<file path="src/rtl/owd_pkg.sv">
// constants and types for the option word and instruction decode core
package owd_pkg;
	localparam logic [12:0] CFG_RESET = 13'h1fff;
	localparam logic [12:0] CUST_RESET = 13'h0000;
	localparam logic [11:0] A_CFG = 12'h000;
	localparam logic [11:0] A_INSTR = 12'h004;
	localparam logic [11:0] A_STAT = 12'h008;
	localparam logic [11:0] A_ACC = 12'h00c;
	localparam logic [11:0] A_PC = 12'h010;
	localparam logic [11:0] A_DEC = 12'h014;
	localparam logic [11:0] A_CUST = 12'h018;
	localparam logic [3:0] A_RFILE_PAGE = 4'h1;
	localparam logic [12:0] OP_NOP = 13'h0000;
	localparam logic [12:0] OP_DAA = 13'h0001;
	localparam logic [12:0] OP_CONTW = 13'h0002;
	localparam logic [12:0] OP_SLEEP = 13'h0003;
	localparam logic [12:0] OP_WATCHDOG_CLEAR_OP = 13'h0004;
	localparam logic [12:0] OP_ENI = 13'h0010;
	localparam logic [12:0] OP_DISI = 13'h0011;
	localparam logic [12:0] OP_RET = 13'h0012;
	localparam logic [12:0] OP_INTERRUPT_RETURN_OP = 13'h0013;
	localparam logic [12:0] OP_CONTR = 13'h0014;
	localparam logic [8:0] GRP_IOW = 9'h000;
	localparam logic [8:0] GRP_IOR = 9'h001;
	localparam logic [5:0] PC_REG = 6'h02;
	localparam logic [3:0] CYC_TWO = 4'h2;
	localparam logic [3:0] CYC_FOUR = 4'h4;
	localparam logic [3:0] DAA_LIMIT = 4'h9;
	localparam logic [8:0] DAA_LOW = 9'h006;
	localparam logic [8:0] DAA_HIGH = 9'h060;
	localparam int ST_Z = 0;
	localparam int ST_C = 1;
	localparam int ST_DC = 2;
	localparam int ST_P = 3;
	localparam int ST_T = 4;
	localparam int ST_IE = 5;
	localparam int ST_BUSY = 6;
	localparam int ST_SLEEP = 7;
	localparam int ST_SKIP = 8;
	localparam int ST_OVR = 9;
	localparam int ST_ILL = 10;
	localparam int ST_WTO = 11;
	localparam int PC_TOS_LSB = 16;

	typedef enum logic [1:0]
	{
		OWD_IDLE = 2'b00,
		OWD_EXEC = 2'b01,
		OWD_SLEEP = 2'b10
	} owd_phase_t;

	typedef enum logic [3:0]
	{
		CL_MOVW = 4'h0, CL_CLR = 4'h1, CL_SUB = 4'h2, CL_DEC = 4'h3,
		CL_OR = 4'h4, CL_AND = 4'h5, CL_XOR = 4'h6, CL_ADD = 4'h7,
		CL_MOV = 4'h8, CL_COM = 4'h9, CL_INC = 4'ha, CL_DJZ = 4'hb,
		CL_RRC = 4'hc, CL_RLC = 4'hd, CL_SWAP = 4'he, CL_JZ = 4'hf
	} owd_cls_t;

	// option word layout, top bit first
	typedef struct packed {
		logic osc_type_select;
		logic watchdog_enable_n;
		logic cycle_clock_count;
		logic code_protect_n;
		logic crystal_freq_range;
		logic rc_style_select;
		logic power_level_select;
		logic [5:0] customer_id;
	} owd_cfg_t;

	typedef struct packed {
		logic act;
		logic wr;
		logic [11:0] addr;
	} owd_req_t;
endpackage

</file>
<file path="src/rtl/owd_core.sv">
// option word decode and instruction execute core with an ahb-lite register slave
`timescale 1ns/1ps
module owd_core #(
	parameter logic [15:0] WDT_LIMIT = 16'hffff
) (
	input wire logic clock,
	input wire logic rst,
	input wire logic hsel,
	input wire logic [31:0] haddr,
	input wire logic [1:0] htrans,
	input wire logic hwrite,
	input wire logic [2:0] hsize,
	input wire logic [31:0] hwdata,
	input wire logic hready,
	output logic [31:0] hrdata,
	output logic hreadyout,
	output logic hresp,
	output owd_pkg::owd_cfg_t cfg_out,
	output logic sleeping,
	output logic [7:0] port5,
	output logic [7:0] port6
);
	typedef struct packed {
		owd_pkg::owd_phase_t ph;
		logic [3:0] cnt;
		logic skip;
		owd_pkg::owd_cfg_t cfg;
		logic [12:0] cust;
		logic [12:0] last;
		logic [7:0] a;
		logic z;
		logic c;
		logic dc;
		logic t;
		logic p;
		logic ie;
		logic [9:0] pc;
		logic [9:0] tos;
		logic [7:0] cont;
		logic [63:0][7:0] rf;
		logic [15:0][7:0] ioc;
		logic [15:0] wdt;
		logic ovr;
		logic ill;
		logic wto;
		owd_pkg::owd_req_t req;
		logic [31:0] rdata;
		logic rdy;
		logic resp;
		logic slp;
	} owd_st_t;

	owd_st_t s;
	owd_st_t n;
	logic [12:0] ins;
	logic [5:0] rsel;
	logic [2:0] bsel;
	logic [7:0] rd;
	owd_pkg::owd_cls_t cls;
	logic dir;
	logic [7:0] res;
	logic wr_r;
	logic wr_a;
	logic pcw;
	logic go;
	logic wr_instr;
	logic [8:0] wide;
	logic [3:0] cpc;
	logic [11:0] raddr;

	assign ins = hwdata[12:0];
	assign rsel = ins[5:0];
	assign bsel = ins[8:6];
	assign cls = owd_pkg::owd_cls_t'(ins[10:7]);
	assign dir = ins[6];
	assign raddr = haddr[11:0];
	// register 2 is the low byte of the program counter
	assign rd = (rsel == owd_pkg::PC_REG) ? s.pc[7:0] : s.rf[rsel];
	assign wr_instr = s.req.act && s.req.wr && s.req.addr == owd_pkg::A_INSTR;
	assign go = wr_instr && s.ph == owd_pkg::OWD_IDLE;
	assign cpc = s.cfg.cycle_clock_count ? owd_pkg::CYC_FOUR : owd_pkg::CYC_TWO;

	always_comb
	begin
		n = s;
		res = 8'h00;
		wr_r = 1'b0;
		wr_a = 1'b0;
		pcw = 1'b0;
		wide = 9'h000;
		n.rdy = 1'b1;
		n.resp = 1'b0;
		// read data is sampled at the address phase, so a read right after
		// a write to the same word returns the value from before that write
		n.req.act = hsel && htrans[1] && hready;
		n.req.wr = hwrite;
		n.req.addr = raddr;
		n.rdata = 32'h0000_0000;
		if (hsel && htrans[1] && hready && !hwrite)
		begin
			case (raddr)
				owd_pkg::A_CFG: n.rdata[12:0] = s.cfg;
				owd_pkg::A_CUST: n.rdata[12:0] = s.cust;
				owd_pkg::A_INSTR: n.rdata[12:0] = s.last;
				owd_pkg::A_ACC: n.rdata[7:0] = s.a;
				owd_pkg::A_PC: n.rdata = {6'h00, s.tos, 6'h00, s.pc};
				// branch literal in the low ten bits, short literal from bit 16
				owd_pkg::A_DEC: n.rdata = {8'h00, s.last[7:0], 6'h00, s.last[9:0]};
				owd_pkg::A_STAT:
				begin
					n.rdata[owd_pkg::ST_Z] = s.z;
					n.rdata[owd_pkg::ST_C] = s.c;
					n.rdata[owd_pkg::ST_DC] = s.dc;
					n.rdata[owd_pkg::ST_P] = s.p;
					n.rdata[owd_pkg::ST_T] = s.t;
					n.rdata[owd_pkg::ST_IE] = s.ie;
					n.rdata[owd_pkg::ST_BUSY] = s.ph == owd_pkg::OWD_EXEC;
					n.rdata[owd_pkg::ST_SLEEP] = s.ph == owd_pkg::OWD_SLEEP;
					n.rdata[owd_pkg::ST_SKIP] = s.skip;
					n.rdata[owd_pkg::ST_OVR] = s.ovr;
					n.rdata[owd_pkg::ST_ILL] = s.ill;
					n.rdata[owd_pkg::ST_WTO] = s.wto;
				end
				default:
				begin
					if (raddr[11:8] == owd_pkg::A_RFILE_PAGE)
						n.rdata[7:0] = (raddr[7:2] == owd_pkg::PC_REG) ? s.pc[7:0]
							: s.rf[raddr[7:2]];
				end
			endcase
		end
		// bus writes first, so hardware events below win over clears
		if (s.req.act && s.req.wr)
		begin
			case (s.req.addr)
				owd_pkg::A_CFG: n.cfg = owd_pkg::owd_cfg_t'(hwdata[12:0]);
				owd_pkg::A_CUST: n.cust = hwdata[12:0];
				owd_pkg::A_ACC: n.a = hwdata[7:0];
				owd_pkg::A_PC:
				begin
					n.pc = hwdata[9:0];
					n.tos = hwdata[owd_pkg::PC_TOS_LSB +: 10];
				end
				owd_pkg::A_STAT:
				begin
					if (hwdata[owd_pkg::ST_OVR])
						n.ovr = 1'b0;
					if (hwdata[owd_pkg::ST_ILL])
						n.ill = 1'b0;
					if (hwdata[owd_pkg::ST_WTO])
						n.wto = 1'b0;
				end
				default:
				begin
					if (s.req.addr[11:8] == owd_pkg::A_RFILE_PAGE)
					begin
						if (s.req.addr[7:2] == owd_pkg::PC_REG)
							n.pc[7:0] = hwdata[7:0];
						else
							n.rf[s.req.addr[7:2]] = hwdata[7:0];
					end
				end
			endcase
		end
		// watchdog runs while its enable bit is low
		if (!s.cfg.watchdog_enable_n)
		begin
			if (s.wdt == WDT_LIMIT)
			begin
				n.wdt = 16'h0000;
				n.t = 1'b0;
				n.wto = 1'b1;
				if (s.ph == owd_pkg::OWD_SLEEP)
					n.ph = owd_pkg::OWD_IDLE;
			end
			else
				n.wdt = s.wdt + 16'h0001;
		end
		if (s.ph == owd_pkg::OWD_EXEC)
		begin
			if (s.cnt == 4'h1)
				n.ph = owd_pkg::OWD_IDLE;
			n.cnt = s.cnt - 4'h1;
		end
		// a word arriving mid-instruction is dropped; one arriving in sleep wakes
		if (wr_instr && s.ph == owd_pkg::OWD_EXEC)
			n.ovr = 1'b1;
		if (wr_instr && s.ph == owd_pkg::OWD_SLEEP)
			n.ph = owd_pkg::OWD_IDLE;
		if (go)
		begin
			n.last = ins;
			n.skip = 1'b0;
			n.pc = s.pc + 10'h001;
			if (s.skip)
				n.last = owd_pkg::OP_NOP;
			else if (ins == owd_pkg::OP_NOP)
				n.last = ins;
			else if (ins == owd_pkg::OP_DAA)
			begin
				wide = {1'b0, s.a};
				if (s.a[3:0] > owd_pkg::DAA_LIMIT || s.dc)
					wide = wide + owd_pkg::DAA_LOW;
				if (wide[7:4] > owd_pkg::DAA_LIMIT || s.c || wide[8])
					wide = wide + owd_pkg::DAA_HIGH;
				n.a = wide[7:0];
				n.c = wide[8] | s.c;
			end
			else if (ins == owd_pkg::OP_CONTW)
				n.cont = s.a;
			else if (ins == owd_pkg::OP_SLEEP || ins == owd_pkg::OP_WATCHDOG_CLEAR_OP)
			begin
				n.wdt = 16'h0000;
				n.t = 1'b1;
				n.p = ins == owd_pkg::OP_WATCHDOG_CLEAR_OP;
			end
			else if (ins[12:4] == owd_pkg::GRP_IOW)
				n.ioc[ins[3:0]] = s.a;
			else if (ins == owd_pkg::OP_ENI || ins == owd_pkg::OP_DISI)
				n.ie = ins == owd_pkg::OP_ENI;
			else if (ins == owd_pkg::OP_RET || ins == owd_pkg::OP_INTERRUPT_RETURN_OP)
			begin
				n.pc = s.tos;
				if (ins == owd_pkg::OP_INTERRUPT_RETURN_OP)
					n.ie = 1'b1;
			end
			else if (ins == owd_pkg::OP_CONTR)
				n.a = s.cont;
			else if (ins[12:4] == owd_pkg::GRP_IOR)
				n.a = s.ioc[ins[3:0]];
			else if (ins[12:11] == 2'b00)
			begin
				wr_r = dir;
				wr_a = !dir;
				case (cls)
					owd_pkg::CL_MOVW:
					begin
						res = s.a;
						wr_a = 1'b0;
						if (!dir)
							n.ill = 1'b1;
					end
					owd_pkg::CL_CLR: res = 8'h00;
					owd_pkg::CL_SUB:
					begin
						wide = {1'b0, rd} - {1'b0, s.a};
						res = wide[7:0];
						n.c = !wide[8];
						n.dc = rd[3:0] >= s.a[3:0];
					end
					owd_pkg::CL_ADD:
					begin
						wide = {1'b0, rd} + {1'b0, s.a};
						res = wide[7:0];
						n.c = wide[8];
						n.dc = ({1'b0, rd[3:0]} + {1'b0, s.a[3:0]}) > 5'h0f;
					end
					owd_pkg::CL_DEC, owd_pkg::CL_DJZ: res = rd - 8'h01;
					owd_pkg::CL_INC, owd_pkg::CL_JZ: res = rd + 8'h01;
					owd_pkg::CL_OR: res = s.a | rd;
					owd_pkg::CL_AND: res = s.a & rd;
					owd_pkg::CL_XOR: res = s.a ^ rd;
					owd_pkg::CL_COM: res = ~rd;
					owd_pkg::CL_MOV: res = rd;
					owd_pkg::CL_RRC:
					begin
						res = {s.c, rd[7:1]};
						n.c = rd[0];
					end
					owd_pkg::CL_RLC:
					begin
						res = {rd[6:0], s.c};
						n.c = rd[7];
					end
					owd_pkg::CL_SWAP: res = {rd[3:0], rd[7:4]};
					default: res = rd;
				endcase
				if (cls == owd_pkg::CL_DJZ || cls == owd_pkg::CL_JZ)
					n.skip = res == 8'h00;
				else if (cls != owd_pkg::CL_RRC && cls != owd_pkg::CL_RLC
					&& cls != owd_pkg::CL_SWAP && !(cls == owd_pkg::CL_MOVW))
					n.z = res == 8'h00;
			end
			else if (ins[12:11] == 2'b01)
			begin
				case (ins[10:9])
					2'b00:
					begin
						res = rd & ~(8'h01 << bsel);
						wr_r = 1'b1;
					end
					2'b01:
					begin
						res = rd | (8'h01 << bsel);
						wr_r = 1'b1;
					end
					2'b10: n.skip = !rd[bsel];
					default: n.ill = 1'b1;
				endcase
			end
			else
				n.ill = 1'b1;
			if (wr_a)
				n.a = res;
			if (wr_r && rsel == owd_pkg::PC_REG)
			begin
				n.pc = {s.pc[9:8], res};
				pcw = 1'b1;
			end
			else if (wr_r)
				n.rf[rsel] = res;
			n.cnt = (pcw ? {cpc[2:0], 1'b0} : cpc) - 4'h1;
			n.ph = owd_pkg::OWD_EXEC;
			if (!s.skip && ins == owd_pkg::OP_SLEEP)
				n.ph = owd_pkg::OWD_SLEEP;
		end
		n.slp = n.ph == owd_pkg::OWD_SLEEP;
	end

	always_ff @(posedge clock or posedge rst)
	begin
		if (rst)
		begin
			s <= '0;
			s.cfg <= owd_pkg::CFG_RESET;
			s.cust <= owd_pkg::CUST_RESET;
			s.t <= 1'b1;
			s.p <= 1'b1;
			s.rdy <= 1'b1;
		end
		else
			s <= n;
	end

	assign hrdata = s.rdata;
	assign hreadyout = s.rdy;
	assign hresp = s.resp;
	assign cfg_out = s.cfg;
	assign sleeping = s.slp;
	assign port5 = s.rf[5];
	assign port6 = s.rf[6];

	logic busy;
	logic plain;
	assign busy = s.ph == owd_pkg::OWD_EXEC;
	assign plain = go && !s.skip && ins[12:11] == 2'b00 && !dir && cls != owd_pkg::CL_MOVW;
endmodule

</file>
<file path="config.mk">
export PLATFORM = sky130hd
export DESIGN_NAME = owd_core
export DESIGN_NICKNAME = d
export VERILOG_FILES = /design/src/rtl/owd_pkg.sv /design/src/rtl/owd_core.sv
export SDC_FILE = /design/constraint.sdc
export NUM_CORES = 2
export LEC_CHECK = 0
export ABC_AREA = 1
export BUFFER_PORTS_ARGS = -buffer_cell sky130_fd_sc_hd__buf_2
export CAP_MARGIN = 10
export CORE_ASPECT_RATIO = 0.9
export CORE_MARGIN = 1.5
export CORE_UTILIZATION = 25
export CTS_BUF_LIST = sky130_fd_sc_hd__clkbuf_8
export DETAILED_ROUTE_END_ITERATION = 8
export GPL_TIMING_DRIVEN = 1
export HOLD_SLACK_MARGIN = 0.03
export PLACE_DENSITY_LB_ADDON = 0.25
export SLEW_MARGIN = 20
export SYNTH_ARGS = -nofsm -noshare
export SYNTH_HDL_FRONTEND = slang
export SYNTH_SLANG_ARGS = --single-unit
</file>
<file path="constraint.sdc">
create_clock -name clock -period 46.8 [get_ports clock]
set_input_delay 4.68 -clock clock [delete_from_list [all_inputs] [get_ports clock]]
set_output_delay 4.68 -clock clock [all_outputs]
set_load 0.02 [all_outputs]
</file>
Word-level counts from Yosys, hierarchy flattened
Cells that the tools add are included.
{"block": "word_totals", "regBits": 794, "inputBits": 74, "output_inout_bits": 64}
{"block": "op_classes", "add_sub_neg": 11, "magnitude_cmp": 12, "n_eq_ne": 61, "n_shift": 1, "mux": 196, "bitwise_logic": 19, "reduce_logical": 71}
{"operator": "$mux 512", "count": 6}
{"operator": "$bwmux 512", "count": 2}
{"operator": "$mux 656", "count": 1}
{"operator": "$mux 144", "count": 4}
{"operator": "$mux 8", "count": 42}
{"operator": "$mux 128", "count": 2}
{"operator": "$bwmux 128", "count": 1}
{"operator": "$pmux 8 s14", "count": 1}
{"operator": "$bmux 8 s6", "count": 2}
{"operator": "$demux 8 s6", "count": 2}
{"operator": "$mux 24", "count": 4}
{"operator": "$mux 9", "count": 10}
{"operator": "$mux 11", "count": 7}
{"operator": "$mux 1", "count": 74}
{"operator": "$eq 13x5->1 const B", "count": 5}
{"operator": "$eq 12x5->1 const B", "count": 5}
{"operator": "$eq 12x4->1 const B", "count": 4}
{"operator": "$mux 16", "count": 3}
{"operator": "$pmux 8 s6", "count": 1}
{"operator": "$bmux 8 s4", "count": 1}
{"operator": "$demux 8 s4", "count": 1}
{"operator": "$eq 4x4->1 const B", "count": 8}
{"operator": "$pmux 8 s2", "count": 2}
{"operator": "$mux 10", "count": 3}
{"operator": "other kinds (81)", "count": 180}

Logic depth before layout (Yosys ltp)
{"block": "logic_depth", "ltp_word": 33, "depth_mapped": 38, "ltp_nobuf": 36}

Least setup slack after synthesis
No wires, ideal clock.
{"block": "synth_path", "path_kind": "in2reg", "startpoint": "input port hwdata[3]", "endpoint": "register s[442] in the netlist's numbering", "arrival_time_ps": 8549, "t_required_ps": 46655, "slack_ps": 38106, "stages": 33, "n_path_buf": 3, "cell_sequence": "buf_4 inv_1 nor2_2 clkbuf_1 nand2_1 nand2_1 nor2_1 nor2_1 nor2_1 nand3_1 nand2_1 inv_1 ha_1 inv_1 fa_1 or2_2 nand2_1 nand2_1 nand2_1 nand2_1 o21ai_0 nand2_1 nand3_1 nand3_1 nor2_1 nand2_1 inv_1 nand2_1 nand2_1 o32ai_2 nand2_1 clkbuf_1 a21oi_1"}
{"item": "start, declared", "line": "owd_core.sv:13", "source": "input wire logic [31:0] hwdata,"}
{"item": "end signal, assigned", "line": "owd_core.sv:332", "source": "s <= n;"}
{"item": "end, declared", "line": "owd_core.sv:53", "source": "owd_st_t s;"}

==> results.md <==
### Status
• **status** completed

### Timing
• **Setup TNS** 0 ps
• **unrepaired setup endpoints after global routing** false
• **Max Transition Viols Final** 0
• **Setup violations, final** 0
• **clock skew** 63.0 ps
• **shortest period the worst path allows** 12840 ps
• **Relative slew margins** 14.0%
• **Period Utilization, post-route** 27.4%
• **Hold Violations, Final** 0
• **highest achievable clock rate** 0.0779 GHz
• **pin slew with the least headroom to its limit** 1280 ps

### Floorplan
• **Die Wd** 468 um
• **std cell rows** 153
• **die footprint** 197000 um^2
• **Die Span Y** 422 um
• **I/O pin count** 138
• **initial standard-cell utilization of the core** 25.2%
• **core area** 193000 um^2

### Pwr
• **total design power** 1.62 mW
• **Internal Dissipation** 1.09 mW
• **net switching component of the power** 529 uW
• **proportion of power drawn by flip-flops and latches** 43.1%
• **largest voltage drop on the vdd net** 0.0000199 V
• **P_leak** 25.0 nW
• **switching power share of the total** 32.6%
• **clock network fraction of design power** 43.0%
• **P per Cell Area** 30.0 nW/um^2
• **fraction of power consumed by combinational cells** 13.9%

### Synth
• **Warnings, synthesis** 0
• **Adder-Cell Fraction of Synth Area** 1.20%
• **count of unique library cells instantiated by Yosys** 61
• **Syn Area/Cell** 6.99 um^2
• **number of instances in the synthesized netlist** 6967
• **xor and xnor area share after synthesis** 0.360%
• **compound-cell area share of the yosys netlist** 25.1%
• **Post-synth ARST share** 100%
• **main combinational cell family by area after synthesis** compound AO/OA/AOI/OAI gates
• **#FFs+latches synth** 785
• **number of enable flip-flop cells after synthesis** 0
• **Synth Area in Simple Gates** 22.7%
• **Primary FF master, synth** dfrtp_1
• **sequential share of the synthesized area** 40.4%
• **Cell Area, Synth** 48700 um^2
• **fraction of synthesized area in multiplexers** 0.177%

### Layout
• **sequential cell area** 19700 um^2
• **layout-stage area growth over the synthesis result** 11.2%
• **total number of nets in the final design** 6972
• **Layout Cells excl Fill** 9513
• **fill cell instance count of the final layout** 21351
• **share of layout cells above drive strength 1** 7.99%
• **area of the multi-input gates** 24300 um^2

### Detailed routing
• **wire length per cell** 27.4 um
• **Top Layer Used** met5
• **iteration-0 DRC count of the detailed router** 7829
• **number of optimization iterations in the first detailed-route pass** 8
• **post-detailed-routing wire length** 261 mm
• **routed vias/inst** 5.53
• **met3 layer wire length in the routed design** 32.6 mm
• **Detail Route Antenna Nets** 0
• **Residual DRC** 0
• **met1 WL** 111 mm
• **total number of vias** 52590
• **met2 WL post-DR** 104 mm

### Setup path
• **cell at the slowest stage of the critical path** clkinv_1
• **signal arrival time at the worst endpoint** 13640 ps
• **crit-path max cell delay** 1170 ps
• **kind of cell adding the most delay to the critical path** buffers and inverters
• **Startpoint Class** input port
• **count of buffer and inverter cells on the critical path** 8
• **Critical Path RT** 47600 ps
• **kind of end point of the critical path** flip-flop
• **library cell appearing most often on the critical path** nand2_1
• **Worst Path Class, Setup** input port to flip-flop
• **largest driver fanout on the critical path** 73

### CTS
• **clock sink total** 785
• **Post-CTS Setup Inserts** 0
• **post-CTS clock slew at the launch and capture registers of the worst setup and hold paths** 70 ps
• **source-to-sink clock delay at the later pin of the worst-skew pair** 950 ps
• **clock tree from TritonCTS** done
• **cts bufs inserted** 145
• **total of cells resized after clock tree synthesis** 0
• **Clock Tree Buf Depth** 3
• **H-Tree Depth** 4
• **Post-CTS Hold Buffers** 0
• **Clock Tree Root** clkbuf_8

### GRT
• **overall global routing resource usage** 25.6%
• **pin count of the biggest net entering global routing** 109
• **via count of the first global-routing pass** 48273
• **final global-route overflow total** 0
• **wire length of the first global-routing pass** 367 mm
• **antenna violations before repair** 6

### Min path
• **Hold Crit Class** flip-flop to flip-flop

### Place
• **PortBufs** 93
• **HPWL after detailed placement** 173 mm
• **Final GP Congestion** 1.03
• **number of placed cells counting well taps** 9263

### Flow run
• **Max-Cap Viols** 0

cells by family after synthesis:
kind of cell | Yosys count
xor gates and xnor gates | 20
adders and majority gates | 45
DFF | 785
other | 2
and+or+nand+nor | 2780
buffers and inverters | 1182
AOI/OAI and AO/OA | 2145
muxes | 8
path summary, 6_finish.rpt:
| kind | start | endpoint | slack (ps) | depth (start not counted) |
|---|---|---|---|---|
| worst max-delay path | hwdata[0] | s[746] | 33960 | 36 |
| worst min-delay path | s[217] | s[217] | 370 | 0 |
| worst max register to register | s[468] | s[746] | 39450 | 32 |
| worst min register to register | s[217] | s[217] | 370 | 0 |
| max in group asynchronous | rst | s[390] | 38840 | 6 |
| min in group asynchronous | rst | s[628] | 3960 | 2 |
power groups by stage:
stage | combinational [mW] | sequential, mW | clock [mW]
floorplan | 0.119 | 0.708 | 0
global placement | 0.214 | 0.710 | 0
detailed placement | 0.214 | 0.710 | 0
CTS | 0.215 | 0.698 | 0.705
global route | 0.235 | 0.699 | 0.737
finish | 0.226 | 0.699 | 0.698
per-layer routing:
layer	vias to the layer above	track usage, %
li1	23023	-
met1	25529	35.7
met2	3359	35.2
met3	673	8.30
met4	6	12.1
met5	-	0
layout make-up:
type,count,area share [%]
Timing Repair Buffer,226,2.79
Sequential cell,785,36.3
Clock buffer,179,4.55
Inverter,686,4.79
Multi-Input combinational cell,5009,44.9
Clock inverter,70,0.721
Antenna cell,1,0.00462
Tap cell,2557,5.91
cells in the final DEF, fill, tap and decap left out, drive strengths merged, types with 6 or more instances in the layout:
cell and instances:
nand3 188, o221ai 13, nor3 54, inv 708, or2 9, a22oi 119, dfstp 15, o2111ai 27
a21oi 580, a221oi 53, clkinv 40, o21ai 938, nand2 1821, ha 42, nor4 15, conb 11
nor2 648, o21a 7, dfrtp 770, a31oi 26, o311ai 22, xor2 17, clkbuf 179, buf 226
clkinvlp 6, o22ai 176, nand4 36, o211ai 126, a211oi 34
stage by stage:
| stage | hold WS [ps] | worst slack, ps | util [%] | area (um^2) |
|---|---|---|---|---|
| 2_1_floorplan | 429 | 20100 | - | 48700 |
| 3_3_place_gp | 365 | 33500 | 26.5 | 51300 |
| 3_5_place_dp | 366 | 33560 | 26.5 | 51300 |
| 4_1_cts | 378 | 34550 | 28.0 | 54100 |
| 5_1_grt | 385 | 33850 | 28.0 | 54100 |
| 6_report | 375 | 33960 | 28.0 | 54100 |
synth_stat cells (all sizes together) (5+ instances only):
master,instances,area [um^2]
or2,9,56.3
nor4,15,100
a211oi,34,255
xor2,17,149
o21a,7,52.6
nand3,188,951
clkinv,26,97.6
a21oi,580,2900
ha,42,526
dfstp,15,394
o211ai,126,946
nand4,36,225
o2111ai,27,236
dfrtp,770,19300
o22ai,176,1100
a221oi,53,464
a22oi,119,893
clkbuf,304,1140
nor2,648,2520
o311ai,22,193
a31oi,26,163
nor3,54,270
mux2,5,56.3
buf,192,1160
o221ai,13,114
nand2,1821,6850
inv,660,2480
o2bb2ai,5,43.8
o21ai,938,4690
Note: power is estimated with default switching activity, not from simulation.
